$ cat config.mk
export PLATFORM = sky130hd
export DESIGN_NAME = pca_pwm_cycle_config
export DESIGN_NICKNAME = d
export VERILOG_FILES = /design/src/pwm_cycle_pkg.sv /design/src/pca_pwm_cycle_config.sv
export SDC_FILE = /design/constraint.sdc
export NUM_CORES = 1
export LEC_CHECK = 0
export BUFFER_PORTS_ARGS = -buffer_cell sky130_fd_sc_hd__buf_2
export CORE_MARGIN = 3
export CORE_UTILIZATION = 41
export DETAILED_ROUTE_END_ITERATION = 10
export PLACE_DENSITY = 0.69
export REMOVE_ABC_BUFFERS = 1
export SYNTH_ARGS = -nofsm -noshare
export SYNTH_HDL_FRONTEND = slang
export SYNTH_SLANG_ARGS = --single-unit
$ cat constraint.sdc
create_clock -name sys_clk -period 5.1 [get_ports sys_clk]
set_clock_uncertainty 0.2 [all_clocks]
set_input_delay 0 -clock sys_clk [delete_from_list [all_inputs] [get_ports sys_clk]]
set_output_delay 0 -clock sys_clk [all_outputs]
set_load 0.01 [all_outputs]
$ cat src/pwm_cycle_pkg.sv
// Constants and types for the counter-array PWM cycle configuration block.
`default_nettype none
package pwm_cycle_pkg;
    localparam logic [7:0]  CFG_ADDR       = 8'hf7;
    localparam logic [7:0]  CFG_RESET      = 8'h00;
    localparam logic [7:0]  CMP_LOW_BASE   = 8'he0;
    localparam logic [7:0]  CMP_HIGH_BASE  = 8'he1;
    localparam logic [7:0]  CMP_STRIDE     = 8'h02;
    localparam int          RELOAD_SEL_BIT = 7;
    localparam int          IRQ_EN_BIT     = 6;
    localparam int          FLAG_BIT       = 5;
    localparam int          RSVD_MSB       = 4;
    localparam int          RSVD_LSB       = 2;
    localparam int          LEN_MSB        = 1;
    localparam int          LEN_LSB        = 0;
    localparam int          CNT_W          = 16;
    localparam logic [4:0]  BASE_BITS      = 5'h08;
    localparam logic [4:0]  WIDE_BITS      = 5'h10;
    localparam logic [15:0] LEN8_MASK      = 16'h00ff;

    typedef enum logic [1:0] {
        LEN_8  = 2'b00,
        LEN_9  = 2'b01,
        LEN_10 = 2'b10,
        LEN_11 = 2'b11
    } cycle_len_t;
endpackage : pwm_cycle_pkg
`default_nettype wire

$ cat src/pca_pwm_cycle_config.sv
// PWM cycle configuration register, cycle overflow flag and compare/reload banks.
`timescale 1ns/100ps
`default_nettype none
// Notes on behaviour
// - Reload bank select 0 routes compare addresses to compare registers, 1 to reload registers.
// - Reload registers act only in 9, 10 and 11-bit cycle lengths.
// - Interrupt request raised while overflow flag is set and its enable is 1.
// - Overflow flag set when counter wraps at the bit chosen by cycle length.
// - Flag set by hardware or software write of 1; only software clears it.
// - Configuration bits 4 to 2 read as zero and ignore writes.
// - Cycle length field 00/01/10/11 gives 8/9/10/11-bit PWM cycles.
// - Cycle length applies to channels not in 16-bit mode only.
// - Per-module wide select chooses 8-to-11-bit (0) or 16-bit (1) PWM.
module pca_pwm_cycle_config #(
    parameter int NUM_MODULES = 3
) (
    input  wire logic                          sys_clk,
    input  wire logic                          srst,
    input  wire logic [7:0]                    sfr_addr,
    input  wire logic                          sfr_wr,
    input  wire logic [7:0]                    sfr_wdata,
    input  wire logic                          sfr_rd,
    output logic      [7:0]                    sfr_rdata,
    input  wire logic [15:0]                   main_array_counter,
    input  wire logic                          count_tick,
    input  wire logic [NUM_MODULES-1:0]        wide_pulse_mode_select,
    output logic      [16*NUM_MODULES-1:0]     module_compare_value,
    output logic      [5*NUM_MODULES-1:0]      module_pwm_bits,
    output logic                               cycle_overflow_pulse,
    output logic                               array_irq_req
);

    ////////////////////////////////////////////////////////////////////////////////

    function automatic logic [4:0] cycle_bits(input logic [1:0] sel);
        cycle_bits = pwm_cycle_pkg::BASE_BITS + {3'h0, sel};
    endfunction : cycle_bits

    function automatic logic [15:0] len_mask(input logic [1:0] sel);
        len_mask = 16'((32'(pwm_cycle_pkg::LEN8_MASK) << sel) | 32'((1 << sel) - 1));
    endfunction : len_mask

    function automatic logic [7:0] low_addr(input int idx);
        low_addr = 8'(pwm_cycle_pkg::CMP_LOW_BASE + pwm_cycle_pkg::CMP_STRIDE * idx);
    endfunction : low_addr

    function automatic logic [7:0] high_addr(input int idx);
        high_addr = 8'(pwm_cycle_pkg::CMP_HIGH_BASE + pwm_cycle_pkg::CMP_STRIDE * idx);
    endfunction : high_addr

    ////////////////////////////////////////////////////////////////////////////////

    logic                             reload_bank_select_q;
    logic                             cycle_overflow_irq_enable_q;
    logic                             cycle_overflow_flag_q;
    pwm_cycle_pkg::cycle_len_t        cycle_length_select_q;
    logic [15:0]                      cmp_q [NUM_MODULES];
    logic [15:0]                      rld_q [NUM_MODULES];
    logic [7:0]                       rdata_q;
    logic [7:0]                       rdata_d;
    logic [5*NUM_MODULES-1:0]         pwm_bits_q;
    logic                             cfg_wr;
    logic                             cov_evt;
    logic                             reload_on;

    assign cfg_wr = sfr_wr && (sfr_addr == pwm_cycle_pkg::CFG_ADDR);

    // The wrap is seen on the tick that takes the low field from all ones to zero.
    assign cov_evt = count_tick &&
        ((main_array_counter & len_mask(cycle_length_select_q)) ==
         len_mask(cycle_length_select_q));

    assign reload_on = (cycle_length_select_q != pwm_cycle_pkg::LEN_8);

    ////////////////////////////////////////////////////////////////////////////////

    // Reserved bits 4 to 2 have no storage, so writes to them vanish.
    always_ff @(posedge sys_clk) begin
        if (srst) begin
            reload_bank_select_q        <= pwm_cycle_pkg::CFG_RESET[pwm_cycle_pkg::RELOAD_SEL_BIT];
            cycle_overflow_irq_enable_q <= pwm_cycle_pkg::CFG_RESET[pwm_cycle_pkg::IRQ_EN_BIT];
            cycle_length_select_q       <= pwm_cycle_pkg::LEN_8;
        end else if (cfg_wr) begin
            reload_bank_select_q        <= sfr_wdata[pwm_cycle_pkg::RELOAD_SEL_BIT];
            cycle_overflow_irq_enable_q <= sfr_wdata[pwm_cycle_pkg::IRQ_EN_BIT];
            cycle_length_select_q       <= pwm_cycle_pkg::cycle_len_t'(
                sfr_wdata[pwm_cycle_pkg::LEN_MSB:pwm_cycle_pkg::LEN_LSB]);
        end
    end

    // A hardware overflow in the same cycle as a software clear wins.
    always_ff @(posedge sys_clk) begin
        if (srst) begin
            cycle_overflow_flag_q <= pwm_cycle_pkg::CFG_RESET[pwm_cycle_pkg::FLAG_BIT];
        end else if (cov_evt) begin
            cycle_overflow_flag_q <= 1'b1;
        end else if (cfg_wr) begin
            cycle_overflow_flag_q <= sfr_wdata[pwm_cycle_pkg::FLAG_BIT];
        end
    end

    // A software compare-bank write in the overflow cycle overrides that byte of the reload copy.
    always_ff @(posedge sys_clk) begin
        if (srst) begin
            for (int i = 0; i < NUM_MODULES; i++) begin
                cmp_q[i] <= '0;
                rld_q[i] <= '0;
            end
        end else begin
            for (int i = 0; i < NUM_MODULES; i++) begin
                if (cov_evt && reload_on && !wide_pulse_mode_select[i]) begin
                    cmp_q[i] <= rld_q[i];
                end
                if (sfr_wr && (sfr_addr == low_addr(i))) begin
                    if (reload_bank_select_q) begin
                        rld_q[i][7:0] <= sfr_wdata;
                    end else begin
                        cmp_q[i][7:0] <= sfr_wdata;
                    end
                end
                if (sfr_wr && (sfr_addr == high_addr(i))) begin
                    if (reload_bank_select_q) begin
                        rld_q[i][15:8] <= sfr_wdata;
                    end else begin
                        cmp_q[i][15:8] <= sfr_wdata;
                    end
                end
            end
        end
    end

    ////////////////////////////////////////////////////////////////////////////////

    always_comb begin
        rdata_d = 8'h00;
        if (sfr_addr == pwm_cycle_pkg::CFG_ADDR) begin
            rdata_d[pwm_cycle_pkg::RELOAD_SEL_BIT] = reload_bank_select_q;
            rdata_d[pwm_cycle_pkg::IRQ_EN_BIT]     = cycle_overflow_irq_enable_q;
            rdata_d[pwm_cycle_pkg::FLAG_BIT]       = cycle_overflow_flag_q;
            rdata_d[pwm_cycle_pkg::LEN_MSB:pwm_cycle_pkg::LEN_LSB] = cycle_length_select_q;
        end
        for (int i = 0; i < NUM_MODULES; i++) begin
            if (sfr_addr == low_addr(i)) begin
                rdata_d = reload_bank_select_q ? rld_q[i][7:0] : cmp_q[i][7:0];
            end
            if (sfr_addr == high_addr(i)) begin
                rdata_d = reload_bank_select_q ? rld_q[i][15:8] : cmp_q[i][15:8];
            end
        end
    end

    always_ff @(posedge sys_clk) begin
        if (srst) begin
            rdata_q <= 8'h00;
        end else if (sfr_rd) begin
            rdata_q <= rdata_d;
        end
    end

    // Width is registered so downstream comparators see a clean value.
    always_ff @(posedge sys_clk) begin
        if (srst) begin
            pwm_bits_q <= '0;
        end else begin
            for (int i = 0; i < NUM_MODULES; i++) begin
                pwm_bits_q[5*i +: 5] <= wide_pulse_mode_select[i] ?
                    pwm_cycle_pkg::WIDE_BITS : cycle_bits(cycle_length_select_q);
            end
        end
    end

    assign sfr_rdata            = rdata_q;
    assign module_pwm_bits      = pwm_bits_q;
    assign cycle_overflow_pulse = cov_evt;
    assign array_irq_req        = cycle_overflow_flag_q && cycle_overflow_irq_enable_q;

    for (genvar g = 0; g < NUM_MODULES; g++) begin : g_out
        assign module_compare_value[16*g +: 16] = cmp_q[g];
    end

    logic wr_mod0;
    assign wr_mod0 = sfr_wr && ((sfr_addr == low_addr(0)) || (sfr_addr == high_addr(0)));
endmodule : pca_pwm_cycle_config
`default_nettype wire

==> out/metrics.cfg <==
[timing]
worst_slew_pin_slew_ns=1.13
slew_headroom_pct=24.0
max_freq_mhz=313
period_minus_slack_ns=3.19
finalSetupTns_ns=0
timing.final.hold_violations=0
drv_slew=0
setup_viol=0
fin_crit_sh_pct=62.6
rsz0062_at_grt=false

[detailed_routing]
routed_via_density=5.93
vias=4730
wire_per_inst_um=22.2
drt-initial-drc-count=543
drc=0
final_antenna_net_count=0
wl_mm=17.7
first_pass_iters=7

[worst_setup_path]
arrival_ns=3.03
required_ns=4.94
start_kind=flop
critPathBufInv=1
max_stage_delay_ns=0.88
cpMaxStageDelayCell=o211ai_1
r2r_start=cycle_length_select_q[1]$_SDFFE_PP0P_
worst-path-max-fanout=10
cp_common_cell=nor2_1
critical-path-top-delay-family=simple AND/OR/NAND/NOR gates
cp_cell_sequence=nor2_1, inv_1, ha_1, nor2_1, nor3_1, nand4_1, o211ai_1
critPathKind=flop to flop
rr_endpoint=cmp_q[1][6]$_SDFFCE_PP0P_
rrSetupSlack_ns=1.91
endpoint_kind=flop
reg2regPathDepth=7

[yosys]
avgSynthCellArea_um2=12.1
synth-edff-count=96
synthMuxAreaShare_pct=10.6
yosys.area_share.simple_pct=15.4
synth_top_area_cell=edfxtp_1
synth_compound_area_share_pct=13.3
synth-seq-cells=121
synthAdderAreaFrac_pct=0.212
ys_seq_area_share_pct=57.2
synth_top_family_by_area=simple AND/OR/NAND/NOR gates
ys_top_cells_by_area=edfxtp_1 49%, dfxtp_1 8.5%, mux4_2 5.7%
synth_top_area_share_pct=48.8
async_flop_share_pct=0
synth_flop_cell=edfxtp_1
synthCells=487
synth-xor-area-share_pct=0
ys_types=60
syn-cell-area_um2=5910
yosysWarnings=0

[cts]
clk_pin_slew_ns=0.06
insertion_delay_ns=0.42
root_buffer=clkbuf_16
cts.path.max_buffers=2
cts_buffers=17
cts_tree=yes
cts_max_level=4
postCtsSetupRepairBufs=0
cts_sinks=121

[placement]
dp_hpwl_mm=12.3
place_congestion=0.936
io_buffers=106

[floorplanning]
core_um2=14000
row_count=43
ios=113
die_area_um2=15900
die_y_um=126
start_util_pct=42.3
die_w_um=126

[power_and_ir_drop]
leakage_uw=0.00287
finalPower_uw=2340
vdd_drop_max_mv=0.236
power.density_nw_per_um2=321

[finish]
n_fill_cell=1224
layout_common_cells=106 x buf_2, 96 x edfxtp_1, 50 x nand2_1
drive_gt1_share_pct=27.7
syn_to_final_growth_pct=23.3
antenna_cells=0
final_common_cell=buf_2
multi_input_area_um2=2340
fin_nets=645
regArea_um2=3380

[global_route]
grt_pass1_wl_mm=27.3
grt_max_degree=29
grt_overflow=0
first_global_vias=4724
track_usage_pct=22.6
antenna_found_initial=0

[worst_hold_path]
hold_end=sfr_rdata[6]$_SDFFE_PP0P_
hold_path.startpoint=sfr_addr[5]
worstHoldPathCells=5
min_path_type=primary input to flop

[run_status]
outcome=finished, final reports clean

[run]
drv_cap=0

-- kinds of logic after synthesis --
| kind of cell | Yosys count |
|---|---|
| multiplexers | 43 |
| adder cells (fa/ha/maj) | 1 |
| AND/OR/NAND/NOR | 171 |
| AO/OA/AOI/OAI | 108 |
| other | 1 |
| flip-flops | 121 |
| buffers and inverters | 42 |
-- synth_stat cells (2+ instances only) --
library cell  instances
mux2_2                5
or2_2                 2
or3_1                 5
nand3_1              16
dfxtp_1              25
o21a_1                2
o211ai_1              2
nand2_1              50
a21o_1                8
and3_1                2
a221oi_1              3
nor3b_1               3
a311oi_1              4
clkbuf_1             15
nand2_2               2
clkbuf_2              2
nand4b_1              2
nor3_2                2
nor2b_1               9
nand2b_1              4
edfxtp_1             96
nor2_1               36
a21oi_1              21
buf_4                 4
a31oi_1               3
inv_1                 4
a32oi_1               4
a31o_2                3
o21ai_0              14
buf_2                15
a22o_1               26
and2_1               24
mux4_2               15
o21ai_1               4
nand4_1               4
o211a_1               2
buf_1                 2
a211oi_1              3
mux2i_1              23
-- stage by stage --
| stage | hold slack, ns | cell area, um^2 | cells | worst slack, ns | util, % |
|---|---|---|---|---|---|
| floorplan | -0.131 | 5740 | 451 | 1.71 | - |
| global placement | 0.0549 | 6530 | 741 | 1.97 | 46.7 |
| detailed placement | 0.0583 | 6530 | 741 | 1.93 | 46.7 |
| CTS | 0.00140 | 7290 | 797 | 1.89 | 52.1 |
| global route | 0.0622 | 7290 | 797 | 1.69 | 52.1 |
| finish | 0.0276 | 7290 | 797 | 1.91 | 52.1 |
-- area by class of cell --
cell class / instances / share of cell area, %
Sequential cell: 121 / 46.4
Multi-Input combinational cell: 326 / 32.1
Timing Repair Buffer: 134 / 11.0
Clock buffer: 20 / 5.99
Tap cell: 180 / 3.09
Clock inverter: 12 / 1.15
Inverter: 4 / 0.206
-- worst max path at each step --
stage	slack [ns]	end	start	cells after the start
after floorplan	1.71	cmp_q[1][10]$_SDFFCE_PP0P_	reload_bank_select_q$_SDFFE_PP0P_	4
after global placement	1.97	cmp_q[1][12]$_SDFFCE_PP0P_	cycle_length_select_q[1]$_SDFFE_PP0P_	7
after detailed placement	1.93	cmp_q[1][9]$_SDFFCE_PP0P_	cycle_length_select_q[1]$_SDFFE_PP0P_	7
after CTS	1.89	cmp_q[1][9]$_SDFFCE_PP0P_	cycle_length_select_q[1]$_SDFFE_PP0P_	7
after global routing	1.69	cmp_q[1][3]$_SDFFCE_PP0P_	cycle_length_select_q[1]$_SDFFE_PP0P_	7
final	1.91	cmp_q[1][6]$_SDFFCE_PP0P_	cycle_length_select_q[1]$_SDFFE_PP0P_	7
-- layer usage --
layer  vias up  part of all wire (%)  track usage [%]
met1      2323                    40             29.9
met2       282                    47             35.4
li1       2083                     -                -
met3        42                   9.9             6.62
met4         0                   3.1             8.45
met5         -                     0                0
-- worst register-to-register path, delay by kind of cell (launching register included) --
family / cells / cell delay, ns
simple gates: 4 / 0.99
compound gates: 1 / 0.88
flops: 1 / 0.39
fa+ha+maj: 1 / 0.28
buf+inv: 1 / 0.08
-- where the power goes --
| part | leakage, uW | total, uW | switching, uW | internal, uW |
|---|---|---|---|---|
| Clock | 0.000251 | 1060 | 407 | 655 |
| Combinational | 0.00143 | 163 | 101 | 61.9 |
| Sequential | 0.00120 | 1120 | 20.4 | 1100 |
| Total | 0.00287 | 2340 | 529 | 1810 |
-- sequential cells by signal, indices dropped and copies added (netlist names) --
name	count
module_pwm_bits	12
cycle_length_select_q	2
cmp_q	48
cycle_overflow_irq_enable_q	1
reload_bank_select_q	1
cycle_overflow_flag_q	1
rld_q	48
sfr_rdata	8
-- what timing repair did --
| item | in CTS | in global routing |
|---|---|---|
| endpoints found under the hold margin | 86 | 0 |
| resized for setup | 0 | 0 |
| hold buffers | 24 | 0 |
No activity file was read; power rests on OpenSTA's default activity.
